## src/rtl/vsc_pkg.sv

```systemverilog
// Contract
// - sealing on: set-point below low threshold closes
// - sealing on: set-point above high threshold opens
// - leave seal only after one percent hysteresis
// - factory state has sealing disabled
// - both seal thresholds writable as set-point percent
// - remote sealing settings act only with local enable
// - remote curve acts only with local enable
// - factory state has linear characteristic
// - equal-percentage curves 1:25, 1:33, 1:50 offered
// - inverse curves 25:1, 33:1, 55:1 offered
// - user curve shaped by programmed node values
// - user curve has 21 nodes, 5 percent apart
// - each node stroke settable 0 to 100 percent
// - input range 4-20 or 0-20 mA, 3/4 wire
// - factory reset restores every configurable function
// - calibration starts only in automatic state
// - calibration moves valve itself from current position
// - calibration reports progress and completion
// - store calibration results only after success
// - button one held 5 s starts calibration
// - both buttons held over 30 s reset factory
//
// package of the valve set-point conditioner: register map, field layout,
// reset values, curve tables and timing constants.
// assumes a 100 mhz hclk; percentages are held in units of 0.01 %.
package vsc_pkg;

	// ****************************************
	// scaling and timing
	// ****************************************
	localparam int unsigned CLK_PERIOD_NS = 10; // hclk period
	localparam logic [13:0] PCT_FULL = 14'h2710; // 100.00 %
	localparam logic [13:0] HYST = 14'h0064; // 1.00 %
	localparam logic [13:0] SEG_LEN = 14'h01f4; // 5.00 % between nodes
	localparam int unsigned NODE_CNT = 21; // user curve nodes
	localparam int unsigned HOLD_TUNE_MS = 5000; // button one hold
	localparam int unsigned HOLD_RESET_MS = 30000; // both buttons hold
	localparam int unsigned TUNE_SETTLE_MS = 2000; // end-stop dwell
	localparam longint unsigned HOLD_TUNE_CYC = longint'(HOLD_TUNE_MS) * 1000000 / CLK_PERIOD_NS;
	localparam longint unsigned HOLD_RESET_CYC = longint'(HOLD_RESET_MS) * 1000000 / CLK_PERIOD_NS;
	localparam longint unsigned TUNE_SETTLE_CYC = longint'(TUNE_SETTLE_MS) * 1000000 / CLK_PERIOD_NS;
	localparam logic [13:0] TUNE_MIN_SPAN = 14'h07d0; // 20 % travel for success
	localparam logic [15:0] ZERO_OFS_UA = 16'h0fa0; // 4 ma live zero

	// ****************************************
	// register byte offsets
	// ****************************************
	localparam logic [7:0] OFS_CTRL = 8'h00;
	localparam logic [7:0] OFS_SEAL = 8'h04;
	localparam logic [7:0] OFS_STATUS = 8'h08;
	localparam logic [7:0] OFS_SETPT = 8'h0c;
	localparam logic [7:0] OFS_CALRES = 8'h10;
	localparam logic [7:0] OFS_NODE0 = 8'h40; // node k at 0x40 + 4k

	// ctrl and seal field positions
	localparam int CTRL_CURVE_LSB = 0; // 3 bits
	localparam int CTRL_RANGE_LSB = 4; // 2 bits
	localparam int CTRL_TUNE_BIT = 8; // write 1 starts calibration
	localparam int CTRL_FRST_BIT = 9; // write 1 restores factory state
	localparam int SEAL_HI_LSB = 16; // low threshold sits at bit 0

	// reset values
	localparam logic [13:0] RST_SEAL_LO = 14'h00c8; // 2 %
	localparam logic [13:0] RST_SEAL_HI = 14'h2648; // 98 %
	localparam logic [2:0] RST_CURVE = 3'h0;
	localparam logic [1:0] RST_RANGE = 2'h0;

	// curve codes
	localparam logic [2:0] CURVE_LIN = 3'h0;
	localparam logic [2:0] CURVE_EQ25 = 3'h1;
	localparam logic [2:0] CURVE_EQ33 = 3'h2;
	localparam logic [2:0] CURVE_EQ50 = 3'h3;
	localparam logic [2:0] CURVE_IN25 = 3'h4;
	localparam logic [2:0] CURVE_IN33 = 3'h5;
	localparam logic [2:0] CURVE_IN55 = 3'h6;
	localparam logic [2:0] CURVE_FREE = 3'h7;

	// input range codes; bit 1 selects the 0-20 ma span, bit 0 three-wire
	localparam logic [1:0] RANGE_4_20_4W = 2'h0;
	localparam logic [1:0] RANGE_4_20_3W = 2'h1;
	localparam logic [1:0] RANGE_0_20_4W = 2'h2;
	localparam logic [1:0] RANGE_0_20_3W = 2'h3;

	// equal-percentage node tables, stroke at set-point 0, 5, ... 100 %
	localparam logic [13:0] EQ25 [NODE_CNT] = '{14'd0, 14'd73, 14'd158, 14'd259, 14'd377, 14'd515, 14'd678,
		14'd869, 14'd1093, 14'd1357, 14'd1667, 14'd2030, 14'd2458, 14'd2960, 14'd3549, 14'd4242, 14'd5055,
		14'd6011, 14'd7133, 14'd8452, 14'd10000};
	localparam logic [13:0] EQ33 [NODE_CNT] = '{14'd0, 14'd60, 14'd131, 14'd215, 14'd316, 14'd436, 14'd580,
		14'd750, 14'd953, 14'd1195, 14'd1483, 14'd1826, 14'd2234, 14'd2721, 14'd3300, 14'd3990, 14'd4812,
		14'd5791, 14'd6957, 14'd8345, 14'd10000};
	localparam logic [13:0] EQ50 [NODE_CNT] = '{14'd0, 14'd44, 14'd98, 14'd163, 14'd242, 14'd339, 14'd456,
		14'd598, 14'd772, 14'd983, 14'd1239, 14'd1551, 14'd1930, 14'd2391, 14'd2952, 14'd3633, 14'd4462,
		14'd5470, 14'd6696, 14'd8187, 14'd10000};
	localparam logic [13:0] EQ55 [NODE_CNT] = '{14'd0, 14'd41, 14'd91, 14'd153, 14'd228, 14'd319, 14'd431,
		14'd568, 14'd735, 14'd939, 14'd1188, 14'd1493, 14'd1865, 14'd2320, 14'd2876, 14'd3555, 14'd4384,
		14'd5398, 14'd6637, 14'd8150, 14'd10000};

	// ****************************************
	// carriers
	// ****************************************
	typedef struct packed {
		logic valid; // transfer pending in data phase
		logic write;
		logic [7:0] addr;
	} vsc_aphase_t;

	typedef struct packed {
		logic [7:0] progress; // calibration progress, percent
		logic manual; // manual state seen by the block
		logic seal_open;
		logic seal_closed;
		logic tune_ok;
		logic tune_done;
		logic tuning;
		logic charact_on;
		logic cutoff_on;
	} vsc_status_t;

endpackage

```

## src/rtl/vsc_conditioner.sv

```systemverilog
// valve set-point conditioner: input scaling, sealing with hysteresis,
// transfer characteristic, push-button arbitration, calibration sequencer.
// assumes an ahb-lite master, a set-point current sample and a position
// feedback sample on hclk, and active-low push-buttons straight from pins.
`timescale 1ns/1ps
module vsc_conditioner #(
	parameter logic [31:0] HOLD_TUNE_CYC = 32'(vsc_pkg::HOLD_TUNE_CYC),
	parameter logic [31:0] HOLD_RESET_CYC = 32'(vsc_pkg::HOLD_RESET_CYC),
	parameter logic [31:0] TUNE_SETTLE_CYC = 32'(vsc_pkg::TUNE_SETTLE_CYC)
) (
	input wire logic hclk,
	input wire logic hresetn,
	input wire logic hsel,
	input wire logic [31:0] haddr,
	input wire logic [1:0] htrans,
	input wire logic hwrite,
	input wire logic [31:0] hwdata,
	input wire logic hready,
	output logic hreadyout,
	output logic [31:0] hrdata,
	output logic hresp,
	input wire logic [15:0] sp_ua,
	input wire logic [13:0] pos_fb,
	input wire logic btn1_n,
	input wire logic btn2_n,
	input wire logic manual_mode,
	output logic [13:0] stroke_cmd,
	output logic [1:0] input_range,
	output logic led_cutoff,
	output logic led_charact,
	output logic led_tune,
	output logic nvm_store,
	output logic [27:0] nvm_data
);

	// ****************************************
	// functions
	// ****************************************
	// straight line between two nodes, frac in 0..500 of one segment
	function automatic logic [13:0] lerp(input logic [13:0] a, input logic [13:0] b, input logic [8:0] frac);
		int t;
		t = int'(a) + ((int'(b) - int'(a)) * int'(frac)) / 500;
		return 14'(t);
	endfunction

	// stroke at node k of a built-in curve; inverse curves mirror the table
	function automatic logic [13:0] table_node(input logic [2:0] sel, input logic [4:0] k);
		logic [4:0] m;
		logic [13:0] v;
		m = 5'(20 - int'(k));
		unique case (sel)
			vsc_pkg::CURVE_EQ25: v = vsc_pkg::EQ25[k];
			vsc_pkg::CURVE_EQ33: v = vsc_pkg::EQ33[k];
			vsc_pkg::CURVE_EQ50: v = vsc_pkg::EQ50[k];
			vsc_pkg::CURVE_IN25: v = vsc_pkg::PCT_FULL - vsc_pkg::EQ25[m];
			vsc_pkg::CURVE_IN33: v = vsc_pkg::PCT_FULL - vsc_pkg::EQ33[m];
			vsc_pkg::CURVE_IN55: v = vsc_pkg::PCT_FULL - vsc_pkg::EQ55[m];
			default: v = 14'(int'(k) * 500); // linear
		endcase
		return v;
	endfunction

	// clamp a wide value to 100 %
	function automatic logic [13:0] clamp_pct(input logic [19:0] v);
		return (v > 20'(vsc_pkg::PCT_FULL)) ? vsc_pkg::PCT_FULL : v[13:0];
	endfunction

	// ****************************************
	// pin synchronisers
	// ****************************************
	logic [1:0] b1_sync_q; // button one, pressed = 1
	logic [1:0] b2_sync_q; // button two, pressed = 1
	logic [1:0] man_sync_q; // manual state
	// first stage feeds only the second stage
	always_ff @(posedge hclk or negedge hresetn) begin
		if (!hresetn) begin
			b1_sync_q <= 2'h0;
			b2_sync_q <= 2'h0;
			man_sync_q <= 2'h0;
		end else begin
			b1_sync_q <= {b1_sync_q[0], ~btn1_n};
			b2_sync_q <= {b2_sync_q[0], ~btn2_n};
			man_sync_q <= {man_sync_q[0], manual_mode};
		end
	end
	wire b1 = b1_sync_q[1];
	wire b2 = b2_sync_q[1];
	wire manual = man_sync_q[1];

	// ****************************************
	// ahb-lite slave decode
	// ****************************************
	vsc_pkg::vsc_aphase_t ap_q; // captured address phase
	logic [31:0] hrdata_q;
	wire take = hsel & htrans[1] & hready; // nonseq or seq accepted
	wire wr_now = ap_q.valid & ap_q.write; // data phase of a write
	wire wr_ctrl = wr_now & (ap_q.addr == vsc_pkg::OFS_CTRL);
	wire wr_seal = wr_now & (ap_q.addr == vsc_pkg::OFS_SEAL);
	wire [7:0] node_ofs = ap_q.addr - vsc_pkg::OFS_NODE0;
	wire wr_node = wr_now & (ap_q.addr >= vsc_pkg::OFS_NODE0) & (node_ofs[7:2] < 6'(vsc_pkg::NODE_CNT))
		& (node_ofs[1:0] == 2'h0);
	wire [4:0] wr_idx = node_ofs[6:2];
	wire sw_tune = wr_ctrl & hwdata[vsc_pkg::CTRL_TUNE_BIT];
	wire sw_frst = wr_ctrl & hwdata[vsc_pkg::CTRL_FRST_BIT];

	// ****************************************
	// configuration state
	// ****************************************
	logic cutoff_on_q; // local sealing enable, yellow lamp
	logic charact_on_q; // local curve enable, green lamp
	logic [2:0] curve_q;
	logic [1:0] range_q;
	logic [13:0] seal_lo_q;
	logic [13:0] seal_hi_q;
	logic [13:0] node_q [vsc_pkg::NODE_CNT]; // user curve strokes
	logic frst; // factory restore this cycle
	logic tog_cutoff, tog_charact; // local button toggles

	// config writes; a factory restore beats a same-cycle write
	always_ff @(posedge hclk or negedge hresetn) begin
		if (!hresetn) begin
			cutoff_on_q <= 1'b0;
			charact_on_q <= 1'b0;
			curve_q <= vsc_pkg::RST_CURVE;
			range_q <= vsc_pkg::RST_RANGE;
			seal_lo_q <= vsc_pkg::RST_SEAL_LO;
			seal_hi_q <= vsc_pkg::RST_SEAL_HI;
			for (int k = 0; k < vsc_pkg::NODE_CNT; k++) node_q[k] <= 14'(k * 500);
		end else if (frst) begin
			cutoff_on_q <= 1'b0;
			charact_on_q <= 1'b0;
			curve_q <= vsc_pkg::RST_CURVE;
			range_q <= vsc_pkg::RST_RANGE;
			seal_lo_q <= vsc_pkg::RST_SEAL_LO;
			seal_hi_q <= vsc_pkg::RST_SEAL_HI;
			for (int k = 0; k < vsc_pkg::NODE_CNT; k++) node_q[k] <= 14'(k * 500);
		end else begin
			if (tog_cutoff) cutoff_on_q <= ~cutoff_on_q;
			if (tog_charact) charact_on_q <= ~charact_on_q;
			if (wr_ctrl) begin
				curve_q <= hwdata[vsc_pkg::CTRL_CURVE_LSB +: 3];
				range_q <= hwdata[vsc_pkg::CTRL_RANGE_LSB +: 2];
			end
			if (wr_seal) begin
				seal_lo_q <= clamp_pct(20'(hwdata[13:0]));
				seal_hi_q <= clamp_pct(20'(hwdata[vsc_pkg::SEAL_HI_LSB +: 14]));
			end
			// node strokes clamp to 100 %; neighbour spacing is software's duty
			if (wr_node) node_q[wr_idx] <= clamp_pct(20'(hwdata[13:0]));
		end
	end

	// ****************************************
	// push-button arbitration
	// ****************************************
	logic [31:0] hold1_q; // button one alone held
	logic [31:0] hold_both_q; // both buttons held
	logic both_seen_q; // both were down since last full release
	logic b1_prev_q, b2_prev_q;
	wire b1_rel = b1_prev_q & ~b1;
	wire b2_rel = b2_prev_q & ~b2;
	wire hold1_hit = b1 & ~b2 & ~both_seen_q & (hold1_q == HOLD_TUNE_CYC - 32'h1);
	wire both_hit = b1 & b2 & (hold_both_q == HOLD_RESET_CYC);
	// short press toggles its lamp; a long press of button one or a joint press toggles nothing
	assign tog_cutoff = b1_rel & ~both_seen_q & (hold1_q < HOLD_TUNE_CYC);
	assign tog_charact = b2_rel & ~both_seen_q;
	assign frst = both_hit | sw_frst;

	// hold counters saturate so one hold fires once
	always_ff @(posedge hclk or negedge hresetn) begin
		if (!hresetn) begin
			hold1_q <= 32'h0;
			hold_both_q <= 32'h0;
			both_seen_q <= 1'b0;
			b1_prev_q <= 1'b0;
			b2_prev_q <= 1'b0;
		end else begin
			b1_prev_q <= b1;
			b2_prev_q <= b2;
			if (b1 & b2) both_seen_q <= 1'b1;
			else if (!b1 && !b2) both_seen_q <= 1'b0;
			if (b1 && !b2 && hold1_q < HOLD_TUNE_CYC) hold1_q <= hold1_q + 32'h1;
			else if (!b1) hold1_q <= 32'h0;
			if (b1 && b2) begin
				if (hold_both_q <= HOLD_RESET_CYC) hold_both_q <= hold_both_q + 32'h1;
			end else begin
				hold_both_q <= 32'h0;
			end
		end
	end

	// ****************************************
	// set-point conditioning and sealing
	// ****************************************
	// live-zero span: (ua - 4000) * 10000 / 16000 = d * 5 / 8
	wire [15:0] sp_live = (sp_ua > vsc_pkg::ZERO_OFS_UA) ? sp_ua - vsc_pkg::ZERO_OFS_UA : 16'h0;
	wire [19:0] sp_live5 = {4'h0, sp_live} * 20'h5;
	wire [13:0] sp_pct = range_q[1] ? clamp_pct({5'h0, sp_ua[15:1]}) : clamp_pct({3'h0, sp_live5[19:3]});

	typedef enum logic [1:0] {SEAL_NONE, SEAL_SHUT, SEAL_OPEN} vsc_seal_t;
	vsc_seal_t seal_q, seal_d;
	wire seal_en = cutoff_on_q;
	// entry at the thresholds, exit one percent back inside
	always_comb begin
		seal_d = seal_q;
		if (!seal_en) begin
			seal_d = SEAL_NONE;
		end else begin
			unique case (seal_q)
				SEAL_NONE: begin
					if (sp_pct < seal_lo_q) seal_d = SEAL_SHUT;
					else if (sp_pct > seal_hi_q) seal_d = SEAL_OPEN;
				end
				SEAL_SHUT: if (15'(sp_pct) >= 15'(seal_lo_q) + 15'(vsc_pkg::HYST)) seal_d = SEAL_NONE;
				SEAL_OPEN: if (15'(sp_pct) + 15'(vsc_pkg::HYST) <= 15'(seal_hi_q)) seal_d = SEAL_NONE;
				default: seal_d = SEAL_NONE; // unused code
			endcase
		end
	end

	// ****************************************
	// transfer characteristic
	// ****************************************
	wire [4:0] seg_raw = 5'(sp_pct / vsc_pkg::SEG_LEN);
	wire [4:0] seg = (seg_raw > 5'h13) ? 5'h13 : seg_raw; // last segment holds 100 %
	wire [8:0] frac = 9'(sp_pct - 14'(int'(seg) * 500));
	wire [2:0] curve_eff = charact_on_q ? curve_q : vsc_pkg::CURVE_LIN;
	wire use_free = (curve_eff == vsc_pkg::CURVE_FREE);
	wire [13:0] n_lo = use_free ? node_q[seg] : table_node(curve_eff, seg);
	wire [13:0] n_hi = use_free ? node_q[seg + 5'h1] : table_node(curve_eff, seg + 5'h1);
	wire [13:0] curve_out = lerp(n_lo, n_hi, frac);

	// ****************************************
	// calibration sequencer
	// ****************************************
	typedef enum logic [1:0] {TUNE_IDLE, TUNE_UP, TUNE_DOWN, TUNE_EVAL} vsc_tune_t;
	vsc_tune_t tune_q;
	logic [13:0] tune_cmd_q; // stroke driven by the sequencer
	logic [31:0] dwell_q; // dwell at each end stop
	logic [13:0] pos_max_q, pos_min_q;
	logic [13:0] cal_max_q, cal_min_q; // stored results
	logic tune_done_q, tune_ok_q;
	logic nvm_store_q;
	logic [7:0] progress_q;
	wire tuning = (tune_q != TUNE_IDLE);
	wire tune_req = (hold1_hit | sw_tune) & ~manual & ~tuning & ~frst;
	wire [14:0] span = 15'(pos_max_q) - 15'(pos_min_q);
	wire tune_pass = (pos_max_q > pos_min_q) && (span >= 15'(vsc_pkg::TUNE_MIN_SPAN));

	// ramp to open, dwell, ramp to shut, dwell, then judge the travel
	always_ff @(posedge hclk or negedge hresetn) begin
		if (!hresetn) begin
			tune_q <= TUNE_IDLE;
			tune_cmd_q <= 14'h0;
			dwell_q <= 32'h0;
			pos_max_q <= 14'h0;
			pos_min_q <= 14'h0;
			cal_max_q <= 14'h0;
			cal_min_q <= 14'h0;
			tune_done_q <= 1'b0;
			tune_ok_q <= 1'b0;
			nvm_store_q <= 1'b0;
			progress_q <= 8'h0;
		end else begin
			nvm_store_q <= 1'b0;
			unique case (tune_q)
				TUNE_IDLE: begin
					if (tune_req) begin
						tune_q <= TUNE_UP;
						tune_cmd_q <= pos_fb;
						pos_max_q <= pos_fb;
						pos_min_q <= pos_fb;
						dwell_q <= 32'h0;
						tune_done_q <= 1'b0;
						tune_ok_q <= 1'b0;
						progress_q <= 8'h0;
					end
				end
				TUNE_UP: begin
					if (pos_fb > pos_max_q) pos_max_q <= pos_fb;
					progress_q <= 8'h19;
					if (tune_cmd_q < vsc_pkg::PCT_FULL) begin
						tune_cmd_q <= tune_cmd_q + 14'h1;
					end else if (dwell_q == TUNE_SETTLE_CYC) begin
						dwell_q <= 32'h0;
						tune_q <= TUNE_DOWN;
					end else begin
						dwell_q <= dwell_q + 32'h1;
					end
				end
				TUNE_DOWN: begin
					if (pos_fb < pos_min_q) pos_min_q <= pos_fb;
					progress_q <= 8'h4b;
					if (tune_cmd_q != 14'h0) begin
						tune_cmd_q <= tune_cmd_q - 14'h1;
					end else if (dwell_q == TUNE_SETTLE_CYC) begin
						dwell_q <= 32'h0;
						tune_q <= TUNE_EVAL;
					end else begin
						dwell_q <= dwell_q + 32'h1;
					end
				end
				TUNE_EVAL: begin
					tune_q <= TUNE_IDLE;
					tune_done_q <= 1'b1;
					tune_ok_q <= tune_pass;
					progress_q <= 8'h64;
					if (tune_pass) begin
						cal_max_q <= pos_max_q;
						cal_min_q <= pos_min_q;
						nvm_store_q <= 1'b1;
					end
				end
			endcase
			if (frst && tuning) tune_q <= TUNE_IDLE; // restore aborts a run
		end
	end

	// ****************************************
	// stroke output and status
	// ****************************************
	logic [13:0] stroke_q;
	always_ff @(posedge hclk or negedge hresetn) begin
		if (!hresetn) begin
			seal_q <= SEAL_NONE;
			stroke_q <= 14'h0;
		end else begin
			seal_q <= seal_d;
			if (tuning) stroke_q <= tune_cmd_q;
			else if (seal_d == SEAL_SHUT) stroke_q <= 14'h0;
			else if (seal_d == SEAL_OPEN) stroke_q <= vsc_pkg::PCT_FULL;
			else stroke_q <= curve_out;
		end
	end

	vsc_pkg::vsc_status_t status;
	assign status = '{progress: progress_q, manual: manual, seal_open: (seal_q == SEAL_OPEN),
		seal_closed: (seal_q == SEAL_SHUT), tune_ok: tune_ok_q, tune_done: tune_done_q, tuning: tuning,
		charact_on: charact_on_q, cutoff_on: cutoff_on_q};

	// read mux, sampled at the address phase; unmapped reads return zero
	wire [7:0] ra = haddr[7:0];
	wire [7:0] rn_ofs = ra - vsc_pkg::OFS_NODE0;
	wire rd_node = (ra >= vsc_pkg::OFS_NODE0) & (rn_ofs[7:2] < 6'(vsc_pkg::NODE_CNT)) & (rn_ofs[1:0] == 2'h0);
	wire [31:0] rd_word =
		(ra == vsc_pkg::OFS_CTRL) ? {26'h0, range_q, 1'b0, curve_q} :
		(ra == vsc_pkg::OFS_SEAL) ? {2'h0, seal_hi_q, 2'h0, seal_lo_q} :
		(ra == vsc_pkg::OFS_STATUS) ? {16'h0, status} :
		(ra == vsc_pkg::OFS_SETPT) ? {2'h0, stroke_q, 2'h0, sp_pct} :
		(ra == vsc_pkg::OFS_CALRES) ? {2'h0, cal_max_q, 2'h0, cal_min_q} :
		rd_node ? {18'h0, node_q[rn_ofs[6:2]]} : 32'h0;

	// zero-wait slave: address phase captured, read data ready for data phase
	always_ff @(posedge hclk or negedge hresetn) begin
		if (!hresetn) begin
			ap_q <= '0;
			hrdata_q <= 32'h0;
		end else begin
			ap_q <= '{valid: take, write: hwrite, addr: haddr[7:0]};
			if (take && !hwrite) hrdata_q <= rd_word;
		end
	end

	// lamps: tune lamp lit while the sequencer runs
	logic led_tune_q;
	always_ff @(posedge hclk or negedge hresetn) begin
		if (!hresetn) led_tune_q <= 1'b0;
		else led_tune_q <= tuning;
	end

	logic hresetn_q, hresp_q; // bus answer flops, declared ahead of their first use
	assign hreadyout = hresetn_q;
	assign hrdata = hrdata_q;
	assign hresp = hresp_q;
	assign stroke_cmd = stroke_q;
	assign input_range = range_q;
	assign led_cutoff = cutoff_on_q;
	assign led_charact = charact_on_q;
	assign led_tune = led_tune_q;
	assign nvm_store = nvm_store_q;
	assign nvm_data = {cal_max_q, cal_min_q};

	// bus answer flops: always ready, always okay
	always_ff @(posedge hclk or negedge hresetn) begin
		if (!hresetn) begin
			hresetn_q <= 1'b1;
			hresp_q <= 1'b0;
		end else begin
			hresetn_q <= 1'b1;
			hresp_q <= 1'b0;
		end
	end

endmodule // vsc_conditioner

```

## config.mk

```make
export PLATFORM = sky130hd
export DESIGN_NAME = vsc_conditioner
export DESIGN_NICKNAME = d
export VERILOG_FILES = /design/src/rtl/vsc_pkg.sv /design/src/rtl/vsc_conditioner.sv
export SDC_FILE = /design/constraint.sdc
export NUM_CORES = 2
export LEC_CHECK = 0
export BUFFER_PORTS_ARGS = -buffer_cell sky130_fd_sc_hd__clkbuf_2
export CAP_MARGIN = 20
export CORE_MARGIN = 2
export CORE_UTILIZATION = 63
export CTS_CLUSTER_DIAMETER = 150
export DETAILED_ROUTE_END_ITERATION = 6
export PLACE_DENSITY_LB_ADDON = 0.3
export SYNTH_ARGS = -nofsm -noshare
export SYNTH_HDL_FRONTEND = slang
export SYNTH_SLANG_ARGS = --single-unit
```

## constraint.sdc

```tcl
create_clock -name hclk -period 47.9 [get_ports hclk]
set_clock_uncertainty 0.1 [all_clocks]
set_input_delay 7.185 -clock hclk [delete_from_list [all_inputs] [get_ports hclk]]
set_output_delay 7.185 -clock hclk [all_outputs]
set_load 0.005 [all_outputs]
```

==> results.toml <==
[critical_path]
crit_slowest_cell = "ha_4"
reg2reg_from = "input_range[1]$_DFFE_PN0P_"
max_stage_delay_ns = 0.59
path_max_fanout = 34
crit_type = "primary input to flop"
cp-start-kind = "primary input"
cp.required_ns = 48.38
reg2regPathDepth = 139
critPathMostFrequentCell = "a21o_1"
timing.rr.end = "stroke_cmd[13]$_DFF_PN0_"
r2r_slack_ns = 10.87
cp.arrival_ns = 46.36
end_kind = "flop"

[yosys]
ys_warn_count = 0
ys_ff_latch = 570
synth_xor_area_frac = 0.0478
synth_mux_area_frac = 0.0945
synth-async-reset-ratio = 1.00
synth_cells = 6728
synth_fa_ha_area_frac = 0.121
synth_compound_area_frac = 0.230
synth.top_cells.by_area = "dfrtp_1 (20%), ha_1 (7.0%), mux4_2 (6.8%), dfstp_2 (6.1%), nand2_1 (5.5%)"
avgSynthCellArea_um2 = 8.27
seq_area_frac_synth = 0.259
ys_types = 136
synth_area_leader_cell = "dfrtp_1"
synth_top_family_by_area = "compound AO/OA/AOI/OAI gates"
synth-main-ff-cell = "dfrtp_1"
syn_area_um2 = 55700
synth_top_area_share = 0.198
synth-edff-count = 0
yosys.area_share.simple = 0.192

[layout]
layout_common_cells = "nand2_1 (810), nor2_1 (759), a21oi_1 (468), o21ai_0 (448), dfrtp_1 (440)"
seq_area_um2 = 14400
final_area_um2 = 59300
multi_input_area_um2 = 38500
postLayoutCoreUtil = 0.674
final_cells = 7820
area_growth_pct = 6.52
drive_above_1_share = 0.134
final_common_cell = "nand2_1"
n_fill_cell = 7135
nets = 7159

[cts]
cts_tree = "yes"
cts_root_buffer = "clkbuf_16"
clkTransAtPathRegs_ns = 0.07
cts.sinks = 570
numCtsBuffers = 54
h-tree-depth = 2
ctsLongestPathBuffers = 3
clock_latency_ns = 0.64

[global_routing]
grt_use_total = 0.411
gr-total-overflow = 0
antenna_found_initial = 5
grt_start_max_net_pins = 98
grt_pass1_vias = 52422
grt_pass1_wl_um = 295000

[placement]
hpwl_um = 133000
io_buffers = 151
placedCellCount = 7708
place.gp.congestion = 1.00
placed_area_um2 = 57200

[floorplanning]
initial_core_util = 0.633
fp.dieW_um = 301
coreArea_um2 = 88000
pin_count = 186
die_h_um = 301
row_count = 109
dieArea_um2 = 90800

[status]
violations = "design-rule violations"
status = "finished, violations left"

[min_path]
hold_class = "flop to flop"
whs_path_depth = 0
hold_path_end = "b2_sync_q[1]$_DFF_PN0_"
hold_start = "b2_sync_q[0]$_DFF_PN0_"

[detailed_routing]
drc = 16
drt_iter0_drc = 7917
firstDrtPassIters = 7
vias = 54819
wl_per_cell_um = 24.3
antenna_left = 0
viasPerCell = 7.01
wirelength_um = 190000

[sta]
slew_headroom = 0.164
max_freq_mhz = 21.8
slew_viol_final = 0
period_share = 0.958
worst_slew_pin_slew_ns = 1.25
setup_violations = 0
hold_viol_final = 0
finalCriticalPeriod_ns = 45.88
setup_tns_ns = 0
rsz0062_at_grt = "false"

[run]
cap_violations = 0
-- flip-flops by register name (all words and copies together) (netlist names), 2 cells and up --
name and flops:
progress_q 5, curve_q 3, pos_max_q 14, seal_q 2, node_q 294, stroke_cmd 14, input_range 2, cal_min_q 14
pos_min_q 14, tune_cmd_q 14, tune_q 2, seal_hi_q 14, b2_sync_q 2, cal_max_q 14, ap_q 10, dwell_q 32
man_sync_q 2, hold_both_q 32, hold1_q 32, seal_lo_q 14, b1_sync_q 2, hrdata 29
-- cell usage after synthesis (all sizes together) (17+ instances only) --
cell type	n
nor4	31
mux4	167
a221o	17
nand2	810
and2	41
o21ai	469
a21oi	474
fa	139
a221oi	42
nand3	212
a31oi	88
a222oi	24
ha	311
o31ai	49
o21a	37
a311oi	30
o22ai	51
nand2b	61
a22oi	30
a21o	81
mux2i	100
xnor2	194
or3	41
o221ai	33
dfrtp	440
o2111ai	21
buf	75
xor2	109
clkbuf	391
nor2b	56
nand4	49
mux2	42
or2	53
and3	66
nor3	103
nor2	763
a211oi	93
o21bai	27
o211ai	171
a2111oi	20
inv	336
dfstp	130
-- critical path, delay by kind of cell --
kind / cells / cell delay (ns)
AOI/OAI and AO/OA: 79 / 20.41
and+or+nand+nor: 34 / 7.62
adders and majority gates: 14 / 5.52
buffers and inverters: 14 / 2.56
xor gates and xnor gates: 8 / 2.52
muxes: 1 / 0.47
-- metal layers --
metal  global-route usage  part of all wire
met1                0.519              0.36
met2                0.624              0.43
met3                0.115              0.13
met4                0.258             0.078
met5              0.00635           0.00048
-- cells by family after synthesis --
logic type	after synthesis
simple gates	2359
compound gates	1925
buf+inv	806
flops	570
fa+ha+maj	454
mux	309
xor+xnor	303
other cells	2
-- cell type report --
type	count	share of cell area
diodes	4	0.000169
clock buffers	74	0.0263
clock inverters	28	0.00471
inverters	340	0.0217
multi-input cells	5355	0.649
flip-flops and latches	570	0.243
well taps	1165	0.0246
repair buffers	284	0.0306
-- how the worst max path moves through the flow --
stage / startpoint / end / cells past startpoint
after global placement: sp_ua[1] / stroke_cmd[13]$_DFF_PN0_ / 144
after global routing: sp_ua[1] / stroke_cmd[13]$_DFF_PN0_ / 153
after floorplan: sp_ua[5] / stroke_cmd[13]$_DFF_PN0_ / 162
final: sp_ua[1] / stroke_cmd[13]$_DFF_PN0_ / 150
after detailed placement: sp_ua[1] / stroke_cmd[13]$_DFF_PN0_ / 144
after CTS: sp_ua[1] / stroke_cmd[13]$_DFF_PN0_ / 144
-- repair_timing --
item / CTS / global route
setup buffers: 0 / 3
gates resized for setup: 0 / 29
endpoints found under the setup margin: 0 / 13
hold buffers: 0 / 0
-- stage by stage --
stage	setup slack, ns	hold WS, ns
floorplan	3.80	0.231
finish	2.02	0.251
global placement	0.870	0.236
CTS	0.734	0.254
global route	0.0173	0.254
detailed placement	0.168	0.239
Power is not shown: default switching activity piles up to over one toggle a cycle in this logic, so the estimate is an artifact.
